--- src/fault_event_manager_defs.svh ---
// constants for the fault event manager: register offsets, field
// positions and reset values; included by the design and the bench.
// assumes an 8-bit register port with a 4-bit word address.
//
// Functional notes
// - live supply faults in status, also latched
// - reading memory clears it, not the fault
// - core supply drop: shutdown, Hi-Z, abort access
// - core supply rise: all state back to default
// - reset-stored flag set after every power-on
// - reset event only in memory, never status
// - battery over-voltage: auto-recovering shutdown
// - battery under-voltage: auto-recovering shutdown
// - power stage over-voltage: auto-recovering shutdown
// - power stage under-voltage: auto-recovering shutdown
// - supply and gate-drive faults report code 100
// - after reset channels read 001 Hi-Z
// - over-current or load fault: latched, memory only
// - dc fault: latched 101, memory only
// - follower clock loss: 100, live and latched
// - gate-drive fault is auto-recovering power fault
// - over-temp auto-recovery bit selects code 100
// - clear-fault bit: latched channels go Hi-Z
`ifndef FAULT_EVENT_MANAGER_DEFS_SVH
`define FAULT_EVENT_MANAGER_DEFS_SVH

// ==========================================================
// register offsets (word addresses)
`define FEM_A_STATE12   4'h0
`define FEM_A_STATE34   4'h1
`define FEM_A_PWR_STA   4'h2
`define FEM_A_PWR_MEM   4'h3
`define FEM_A_OT_STA    4'h4
`define FEM_A_OT_MEM    4'h5
`define FEM_A_OCDC_MEM  4'h6
`define FEM_A_LOAD_MEM  4'h7
`define FEM_A_CTRL      4'h8

// ==========================================================
// field positions
`define FEM_PWR_POR_BIT 5
`define FEM_CTL_CLR_BIT 0
`define FEM_CTL_OTAR    1
`define FEM_CTL_FOLLOW  2
`define FEM_CTL_PLAY    4

// ==========================================================
// reset values
`define FEM_PWR_MEM_RST 8'h20
`define FEM_CTRL_RST    8'h00
`define FEM_ZERO        8'h00

`endif

--- src/fault_event_manager_pkg.sv ---
// types shared by the fault event manager and its surroundings.
// assumes the constants header sits in the same folder.
package fault_event_manager_pkg;

    // ==========================================================
    // reported channel state codes
    typedef enum logic [2:0] {
        CH_HIZ    = 3'h1,  // outputs off, idle
        CH_PLAY   = 3'h3,  // switching with audio
        CH_PSD_AR = 3'h4,  // protective shutdown, auto recovery
        CH_PSD    = 3'h5   // protective shutdown, latched
    } chan_state_t;

    typedef chan_state_t [3:0] chan_vec_t;

    // ==========================================================
    // detector inputs, all asynchronous to the core clock
    typedef struct packed {
        logic       vbat_ov;      // battery over-voltage
        logic       vbat_uv;      // battery under-voltage
        logic       power_stage_supply_ov;    // power stage over-voltage
        logic       power_stage_supply_uv;    // power stage under-voltage
        logic       gate_drive_supply_fault;  // gate drive regulator fault
        logic       clk_invalid;  // sync clock out of range
        logic       ot_global;    // die over-temp shutdown
        logic [3:0] ot_ch;        // channel over-temp shutdown
        logic [3:0] over_current_shutdown_ch; // over-current shutdown
        logic [3:0] dc_ch;        // dc fault
        logic [3:0] load_ch;      // load current fault
    } det_t;

    // ==========================================================
    // register port request, same clock as the block
    typedef struct packed {
        logic       wr;     // write strobe
        logic       rd;     // read strobe
        logic [3:0] addr;   // word address
        logic [7:0] wdata;  // write data
    } reg_req_t;

endpackage

--- src/fault_event_manager.sv ---
// fault event manager: watches supply, temperature, current, dc and
// sync clock detectors, reports channel states, live status and
// clear-on-read memory latches over a simple register port.
// assumes the power-on reset drives rst_n_i and the host polls.
`timescale 1ns/10ps
`include "fault_event_manager_defs.svh"

module fault_event_manager (
    // clock, reset, enable
    input  wire logic                          clk_sys_i,
    input  wire logic                          rst_n_i,
    input  wire logic                          ce_i,
    // detector pins
    input  wire fault_event_manager_pkg::det_t det_i,
    // register port
    input  wire fault_event_manager_pkg::reg_req_t req_i,
    output logic [7:0]                         rdata_o,
    // channel state report
    output fault_event_manager_pkg::chan_vec_t chan_state_o
);
    import fault_event_manager_pkg::*;

    // ==========================================================
    // reset release
    logic [1:0] rst_pipe_q;  // release pipe, assert is immediate
    logic       rst_n_q;     // synchronised reset for the block

    // not frozen by ce_i so a stopped clock enable cannot hold
    // the block in reset forever
    always_ff @(posedge clk_sys_i or negedge rst_n_i) begin
        if (!rst_n_i) begin
            rst_pipe_q <= 2'b00;
        end else begin
            rst_pipe_q <= {rst_pipe_q[0], 1'b1};
        end
    end
    assign rst_n_q = rst_pipe_q[1];

    // ==========================================================
    // detector synchronisers
    det_t det_m_q;  // first stage, read only by second stage
    det_t det_s_q;  // usable copy

    always_ff @(posedge clk_sys_i or negedge rst_n_q) begin
        if (!rst_n_q) begin
            det_m_q <= '0;
            det_s_q <= '0;
        end else if (ce_i) begin
            det_m_q <= det_i;
            det_s_q <= det_m_q;
        end
    end

    // ==========================================================
    // helpers
    // memory latch: read clears, a new event in the same cycle
    // wins over the clear
    function automatic logic [7:0] latch_next(
        input logic [7:0] q,
        input logic [7:0] ev,
        input logic       clr
    );
        latch_next = (clr ? `FEM_ZERO : q) | ev;
    endfunction

    // next reported state of one channel
    function automatic chan_state_t chan_next(
        input chan_state_t cur,
        input logic        lat,
        input logic        ar,
        input logic        play
    );
        if (lat) begin
            chan_next = CH_PSD;
        end else if (ar) begin
            chan_next = CH_PSD_AR;
        end else if (cur == CH_PSD) begin
            // cleared latch with no auto-recovering cause passes through Hi-Z first
            chan_next = CH_HIZ;
        end else begin
            chan_next = play ? CH_PLAY : CH_HIZ;
        end
    endfunction

    // ==========================================================
    // control register
    logic [7:0] ctrl_q;    // auto-recovery, follower, play enables
    logic       clr_q;     // one-cycle clear-fault pulse
    logic       wr_ctrl;   // write to control this cycle
    logic       ot_auto;   // over-temp auto recovery selected
    logic       follow;    // clock follower mode

    assign wr_ctrl = req_i.wr && (req_i.addr == `FEM_A_CTRL);
    assign ot_auto = ctrl_q[`FEM_CTL_OTAR];
    assign follow  = ctrl_q[`FEM_CTL_FOLLOW];

    // clear bit is never stored, it acts once and reads back 0
    always_ff @(posedge clk_sys_i or negedge rst_n_q) begin
        if (!rst_n_q) begin
            ctrl_q <= `FEM_CTRL_RST;
        end else if (ce_i && wr_ctrl) begin
            ctrl_q <= req_i.wdata & ~(8'h01 << `FEM_CTL_CLR_BIT);
        end
    end

    always_ff @(posedge clk_sys_i or negedge rst_n_q) begin
        if (!rst_n_q) begin
            clr_q <= 1'b0;
        end else if (ce_i) begin
            clr_q <= wr_ctrl && req_i.wdata[`FEM_CTL_CLR_BIT];
        end
    end

    // ==========================================================
    // event vectors
    logic [4:0] pwr_vec;  // live supply faults
    logic [5:0] ot_vec;   // live over-temp and clock faults
    logic       clk_bad;  // clock loss counts only as follower
    logic       pwr_any;  // any supply fault present
    logic [3:0] lat_ev;   // latching events per channel
    logic [3:0] ar_ev;    // auto-recovering causes per channel
    logic [3:0] ot_any;   // channel or global over-temp

    assign clk_bad = det_s_q.clk_invalid && follow;
    assign pwr_vec = {det_s_q.gate_drive_supply_fault,
                      det_s_q.power_stage_supply_uv,
                      det_s_q.power_stage_supply_ov,
                      det_s_q.vbat_uv,
                      det_s_q.vbat_ov};
    assign ot_vec  = {clk_bad, det_s_q.ot_global, det_s_q.ot_ch};
    assign pwr_any = |pwr_vec;
    assign ot_any  = det_s_q.ot_ch | {4{det_s_q.ot_global}};

    // over-temp latches by default, recovers when selected
    assign lat_ev = det_s_q.over_current_shutdown_ch
                  | det_s_q.load_ch
                  | det_s_q.dc_ch
                  | (ot_auto ? 4'h0 : ot_any);
    assign ar_ev  = {4{pwr_any | clk_bad}}
                  | (ot_auto ? ot_any : 4'h0);

    // ==========================================================
    // channel fault latches and states
    logic [3:0] latched_q;  // latched shutdown per channel
    chan_vec_t  state_q;    // reported state per channel

    // new event beats a simultaneous clear
    always_ff @(posedge clk_sys_i or negedge rst_n_q) begin
        if (!rst_n_q) begin
            latched_q <= 4'h0;
        end else if (ce_i) begin
            latched_q <= (clr_q ? 4'h0 : latched_q) | lat_ev;
        end
    end

    always_ff @(posedge clk_sys_i or negedge rst_n_q) begin
        if (!rst_n_q) begin
            state_q <= '{default: CH_HIZ};
        end else if (ce_i) begin
            for (int i = 0; i < 4; i++) begin
                state_q[i] <= chan_next(state_q[i],
                    lat_ev[i] | (latched_q[i] & ~clr_q),
                    ar_ev[i],
                    ctrl_q[`FEM_CTL_PLAY + i]);
            end
        end
    end
    assign chan_state_o = state_q;

    // ==========================================================
    // status and memory registers
    logic [7:0] pwr_sta_q;   // live supply faults, no reset event
    logic [7:0] pwr_mem_q;   // latched supply faults, reset flag
    logic [7:0] ot_sta_q;    // live over-temp and clock
    logic [7:0] ot_mem_q;    // latched over-temp and clock
    logic [7:0] ocdc_mem_q;  // latched over-current and dc
    logic [7:0] load_mem_q;  // latched load current fault

    // read strobe that clears a given memory register
    function automatic logic rd_clr(input logic [3:0] a);
        rd_clr = req_i.rd && (req_i.addr == a);
    endfunction

    // status is a plain mirror, bit 5 of the supply status stays zero
    always_ff @(posedge clk_sys_i or negedge rst_n_q) begin
        if (!rst_n_q) begin
            pwr_sta_q <= `FEM_ZERO;
            ot_sta_q  <= `FEM_ZERO;
        end else if (ce_i) begin
            pwr_sta_q <= {3'h0, pwr_vec};
            ot_sta_q  <= {2'h0, ot_vec};
        end
    end

    // reset value carries the stored power-on flag
    always_ff @(posedge clk_sys_i or negedge rst_n_q) begin
        if (!rst_n_q) begin
            pwr_mem_q <= `FEM_PWR_MEM_RST;
        end else if (ce_i) begin
            pwr_mem_q <= latch_next(pwr_mem_q, {3'h0, pwr_vec},
                                    rd_clr(`FEM_A_PWR_MEM));
        end
    end

    always_ff @(posedge clk_sys_i or negedge rst_n_q) begin
        if (!rst_n_q) begin
            ot_mem_q <= `FEM_ZERO;
        end else if (ce_i) begin
            ot_mem_q <= latch_next(ot_mem_q, {2'h0, ot_vec},
                                   rd_clr(`FEM_A_OT_MEM));
        end
    end

    // load fault also raises the over-current latch
    always_ff @(posedge clk_sys_i or negedge rst_n_q) begin
        if (!rst_n_q) begin
            ocdc_mem_q <= `FEM_ZERO;
        end else if (ce_i) begin
            ocdc_mem_q <= latch_next(ocdc_mem_q,
                {det_s_q.dc_ch,
                 det_s_q.over_current_shutdown_ch | det_s_q.load_ch},
                rd_clr(`FEM_A_OCDC_MEM));
        end
    end

    always_ff @(posedge clk_sys_i or negedge rst_n_q) begin
        if (!rst_n_q) begin
            load_mem_q <= `FEM_ZERO;
        end else if (ce_i) begin
            load_mem_q <= latch_next(load_mem_q,
                {4'h0, det_s_q.load_ch},
                rd_clr(`FEM_A_LOAD_MEM));
        end
    end

    // ==========================================================
    // read data, valid the cycle after the strobe
    logic [7:0] rd_mux;  // selected register
    logic [7:0] rdata_q; // read data flop

    always_comb begin
        unique case (req_i.addr)
            `FEM_A_STATE12:  rd_mux = {1'b0, state_q[1],
                                       1'b0, state_q[0]};
            `FEM_A_STATE34:  rd_mux = {1'b0, state_q[3],
                                       1'b0, state_q[2]};
            `FEM_A_PWR_STA:  rd_mux = pwr_sta_q;
            `FEM_A_PWR_MEM:  rd_mux = pwr_mem_q;
            `FEM_A_OT_STA:   rd_mux = ot_sta_q;
            `FEM_A_OT_MEM:   rd_mux = ot_mem_q;
            `FEM_A_OCDC_MEM: rd_mux = ocdc_mem_q;
            `FEM_A_LOAD_MEM: rd_mux = load_mem_q;
            `FEM_A_CTRL:     rd_mux = ctrl_q;
            default:         rd_mux = `FEM_ZERO; // unmapped reads 0
        endcase
    end

    // old content is returned while the latch clears on this edge;
    // a reset drops any access under way
    always_ff @(posedge clk_sys_i or negedge rst_n_q) begin
        if (!rst_n_q) begin
            rdata_q <= `FEM_ZERO;
        end else if (ce_i) begin
            rdata_q <= req_i.rd ? rd_mux : `FEM_ZERO;
        end
    end
    assign rdata_o = rdata_q;
endmodule

--- config.mk ---
export PLATFORM = sky130hd
export DESIGN_NAME = fault_event_manager
export DESIGN_NICKNAME = d
export VERILOG_FILES = /design/src/fault_event_manager_pkg.sv /design/src/fault_event_manager.sv
export VERILOG_INCLUDE_DIRS = /design/src
export SDC_FILE = /design/constraint.sdc
export NUM_CORES = 1
export LEC_CHECK = 0
export BUFFER_PORTS_ARGS = -buffer_cell sky130_fd_sc_hd__buf_2
export CAP_MARGIN = 20
export CORE_MARGIN = 10
export CORE_UTILIZATION = 35
export DETAILED_ROUTE_END_ITERATION = 8
export PLACE_DENSITY = 0.58
export SLEW_MARGIN = 40
export SYNTH_ARGS = -nofsm -noshare
export SYNTH_HDL_FRONTEND = slang
export SYNTH_SLANG_ARGS = --single-unit
--- constraint.sdc ---
create_clock -name clk_sys_i -period 5.2 [get_ports clk_sys_i]
set_clock_uncertainty 0.2 [all_clocks]
set_input_delay 1.04 -clock clk_sys_i [delete_from_list [all_inputs] [get_ports clk_sys_i]]
set_output_delay 1.04 -clock clk_sys_i [all_outputs]
set_load 0.02 [all_outputs]
Word-level counts from Yosys, hierarchy flattened. Index checks and enable logic that the tools add are counted.

Equality and inequality tests: 12. Mux-type cells: 25. Bitwise gates (word level): 20. Reductions and logical operators: 10.

Operators by type and width (count): 8-bit case mux with 9 select lines (1); 8-bit 2-to-1 mux (5); 3-bit 2-to-1 mux (8); 4-bit bitwise OR (6); 4-bit by 3-bit equality test with 1-bit output (second input constant) (4); 2-bit 2-to-1 mux (8); 3-bit equality test (second input constant) (4); 4-bit 2-to-1 mux (3); 4-bit by 2-bit equality test with 1-bit output (second input constant) (2); 1-bit logical AND (8); 8-bit by 4-bit bitwise OR with 8-bit output (1); 8-bit by 5-bit bitwise OR with 8-bit output (1); 8-bit by 6-bit bitwise OR with 8-bit output (1); 8-bit bitwise OR (1); 1-bit bitwise OR (5); 5-bit OR reduction (1); 1-bit bitwise AND (4); 4-bit by 1-bit equality test with 1-bit output (second input constant) (1); 4-bit equality test (second input constant) (1); 4-bit logical NOT (1); 1-bit inverter (1).

Register bits after elaboration: 123. Input port bits: 40. Output and inout bits: 20. Word-level logic and storage cells: 104.

Logic depth before layout (Yosys ltp).
Depth after elaboration: 5. Gate-level depth with buffers: 7. Mapped depth without buffers: 4.

Worst setup path after synthesis. OpenSTA, ideal clock, no wires.

Path type: input port to flip-flop. Start: input port req_i[8] (netlist bit). End: register ctrl_q[1]. Library setup time: 0.128 ns. Data arrival time: 2.303 ns. Data required time: 4.872 ns. Setup slack: 2.570 ns. Cell stages on the path: 5. Path buffers: 2. Path through: buf_2 -> nor4b_2 -> and3_1 -> buf_2 -> mux2_1.

Word-level cells in the longest chain between the ends: 3.

RTL lines: from (decl) (line fault_event_manager.sv:16) `input wire fault_event_manager_pkg::reg_req_t req_i,`; 4-bit equality test; 1-bit logical AND (line fault_event_manager.sv:93) `` assign wr_ctrl = req_i.wr && (req_i.addr == `FEM_A_CTRL); ``; 1-bit logical AND (line fault_event_manager.sv:101) `end else if (ce_i && wr_ctrl) begin`; to (signal assigned) (line fault_event_manager.sv:100) `` ctrl_q <= `FEM_CTRL_RST; ``; to (signal assigned) (line fault_event_manager.sv:102) `` ctrl_q <= req_i.wdata & ~(8'h01 << `FEM_CTL_CLR_BIT); ``; to (decl) (line fault_event_manager.sv:87) `logic [7:0] ctrl_q;`.

No other way between the ends. A chain may end at the register's enable or synchronous reset.

==> flow_metrics.tcl <==
set metrics [dict create \
    status "finished clean" \
    vias 3357 \
    start_util 0.359 \
    yosysUniqueCellTypes 52 \
    holdWs_ns 0.151 \
    critical_path_class "input pin to flop" \
    power.total_w 0.00236 \
    core_um2 13900 \
    cts.path.max_buffers 2 \
    pin_count 60 \
    firstDrtPassIters 4 \
    postCtsHoldBufs 0 \
    cts_buffers 17 \
    mostFrequentLayoutCells "109 x dfrtp_1, 59 x mux2_2, 58 x buf_2" \
    track_usage 0.129 \
    ff2ff_setup_slack_ns 3.03 \
    syn_avg_cell_area_um2 12.8 \
    clock_latency_ns 0.42 \
    viasPerCell 5.26 \
    crit_path_end "pwr_mem_q[2]" \
    cp-end-kind "flop" \
    synth_edf_count 0 \
    synth-main-ff-cell "dfrtp_1" \
    dpl_cell_area_um2 5410 \
    drv_cap 0 \
    synthesis.area_um2 5000 \
    reg2reg_depth 4 \
    rsz0062_at_grt "no" \
    startpoint "ce_i" \
    ir_drop_uv 232 \
    ys_ff_latch 115 \
    chipWidth_um 140 \
    rr_startpoint "det_s_q[21]" \
    setup_tns_ns 0 \
    cts_tree "built" \
    relSlewSlack 0.457 \
    critPathArrivalTime_ns 2.79 \
    crit_slowest_cell "or4_1" \
    cts.reportedPaths.clkPinSlew_ns 0.05 \
    fmax_mhz 373 \
    cts_resized 0 \
    grt-busiest-layer "met2" \
    final_common_cell "dfrtp_1" \
    multi_input_area_um2 1970 \
    dr.first_iter.drc_count 307 \
    numClockSinks 115 \
    final-setup-viol-count 0 \
    grtUsageMet1 0.176 \
    wl_um 12100 \
    diodes 0 \
    port_buffers 59 \
    place.gp.congestion 0.853 \
    slew_viol_final 0 \
    rows 43 \
    drive_above_1_share 0.352 \
    power_density_nw_per_um2 396 \
    worstMarginPinSlew_ns 0.814 \
    r2r_end "chan_state_o[10]" \
    die_h_um 140 \
    slowest_delay_ns 0.63 \
    nFillCells 1330 \
    grt_use_met2 0.180 \
    grt_pass1_wl_um 19900 \
    post-cts-setup-buffers 0 \
    hpwl_um 8280 \
    overflow 0 \
    syn_nets 430 \
    wire_per_inst_um 18.9 \
    async_reset_ff_frac 1.00 \
    htreeDepth 4 \
    regArea_um2 2890 \
    synth_warnings 0 \
    syn2layout_area_growth_pct 19.4 \
    timing.final.crit_share 0.516 \
    stdcell_area_um2 5970 \
    min_path_type "flop to async pin" \
    worstPathRequired_ns 5.30 \
    postRouteAntennaNets 0 \
    crit_fanout 76 \
    syn_inst 390 \
    drc 0 \
    finalHoldViolations 0 \
    cp-start-kind "input pin" \
    nets 485 \
    yosysSeqAreaShare 0.577 \
    grt_pass1_vias 3516 \
    antenna_found_initial 0 \
    grt_max_degree 77 \
    clock-root-buffer "clkbuf_16" \
    dieArea_um2 19500 \
    worstPathCellList "buf_4 -> nand2_1 -> or4_1 -> a22o_1" \
    period_needed_ns 2.68 \
    power.leakage_nw 2.54 \
    grt_use_met3 0.0497 \
]
layer usage:
layer | wire [um] | vias to the layer above
met2 | 5300 | 97
met4 | 210 | 0
li1 | - | 1553
met3 | 829 | 20
met5 | 0 | -
met1 | 5710 | 1687
report_power, final:
part	internal [W]	switching, W	total, W
sequential	0.000985	0.0000838	0.00107
clock	0.000704	0.000383	0.00109
combinational	0.000111	0.0000949	0.000206
total	0.00180	0.000562	0.00236
synthesized netlist by cell type (all sizes together), types with 5 or more instances:
cell    count  area (um^2)
or2         5         31.3
mux2i       6         60.1
nor2       11         41.3
a22oi       5         37.5
mux2       66          743
buf        18         87.6
or3         5         31.3
dfrtp     110         2750
o21ai      11         55.1
clkbuf      7         46.3
dfstp       5          131
a21oi      23          115
nand2      19         71.3
a22o       21          184
nor3        8         40.0
nor2b      10         62.6
logic make-up (layout without fill, tap and decap cells):
kind of cell,count (synthesis),after routing,synth area share
compound gates,90,90,0.128
other cells,1,1,0.000750
mux,75,75,0.174
buf+inv,29,97,0.0298
simple gates,80,80,0.0905
flops,115,115,0.577
how the worst min path moves through the flow:
stage / start / to / slack, ns / cells after the start
detailed placement: rst_pipe_q[0] / rst_pipe_q[1] / 0.14 / 0
finish: rst_pipe_q[1] / det_s_q[0] / 0.15 / 0
global placement: rst_pipe_q[0] / rst_pipe_q[1] / 0.14 / 0
global route: rst_pipe_q[0] / rst_pipe_q[1] / 0.16 / 0
floorplan: rst_pipe_q[0] / rst_pipe_q[1] / 0.13 / 0
CTS: rst_pipe_q[0] / rst_pipe_q[1] / 0.15 / 0
stage by stage:
stage | setup slack, ns | cells | utilization
2_1_floorplan | 1.57 | 390 | -
3_3_place_gp | 2.12 | 606 | 0.388
3_5_place_dp | 2.10 | 606 | 0.388
4_1_cts | 2.54 | 638 | 0.428
5_1_grt | 2.28 | 638 | 0.429
6_report | 2.52 | 638 | 0.429
critical path: cells and delay by family:
family	cells	cell delay (ns)
compound gates	1	0.23
buf+inv	1	0.60
simple gates	2	0.88
registers in the layout (all words and copies together), names as in the netlist:
signal and count:
ocdc_mem_q 8, det_m_q 23, ot_sta_q 6, latched_q 4, rdata_o 8, pwr_sta_q 5
clr_q 1, load_mem_q 4, pwr_mem_q 6, rst_pipe_q 2, ot_mem_q 6, ctrl_q 7
det_s_q 23, chan_state_o 12
area by class of cell:
class	count	area share
multi-input cells	246	0.330
well taps	180	0.0377
clock buffers	27	0.0842
repair buffers	61	0.0530
clock inverters	5	0.00922
inverters	4	0.00251
flip-flops and latches	115	0.484
Power figures use the tool's default switching activity.
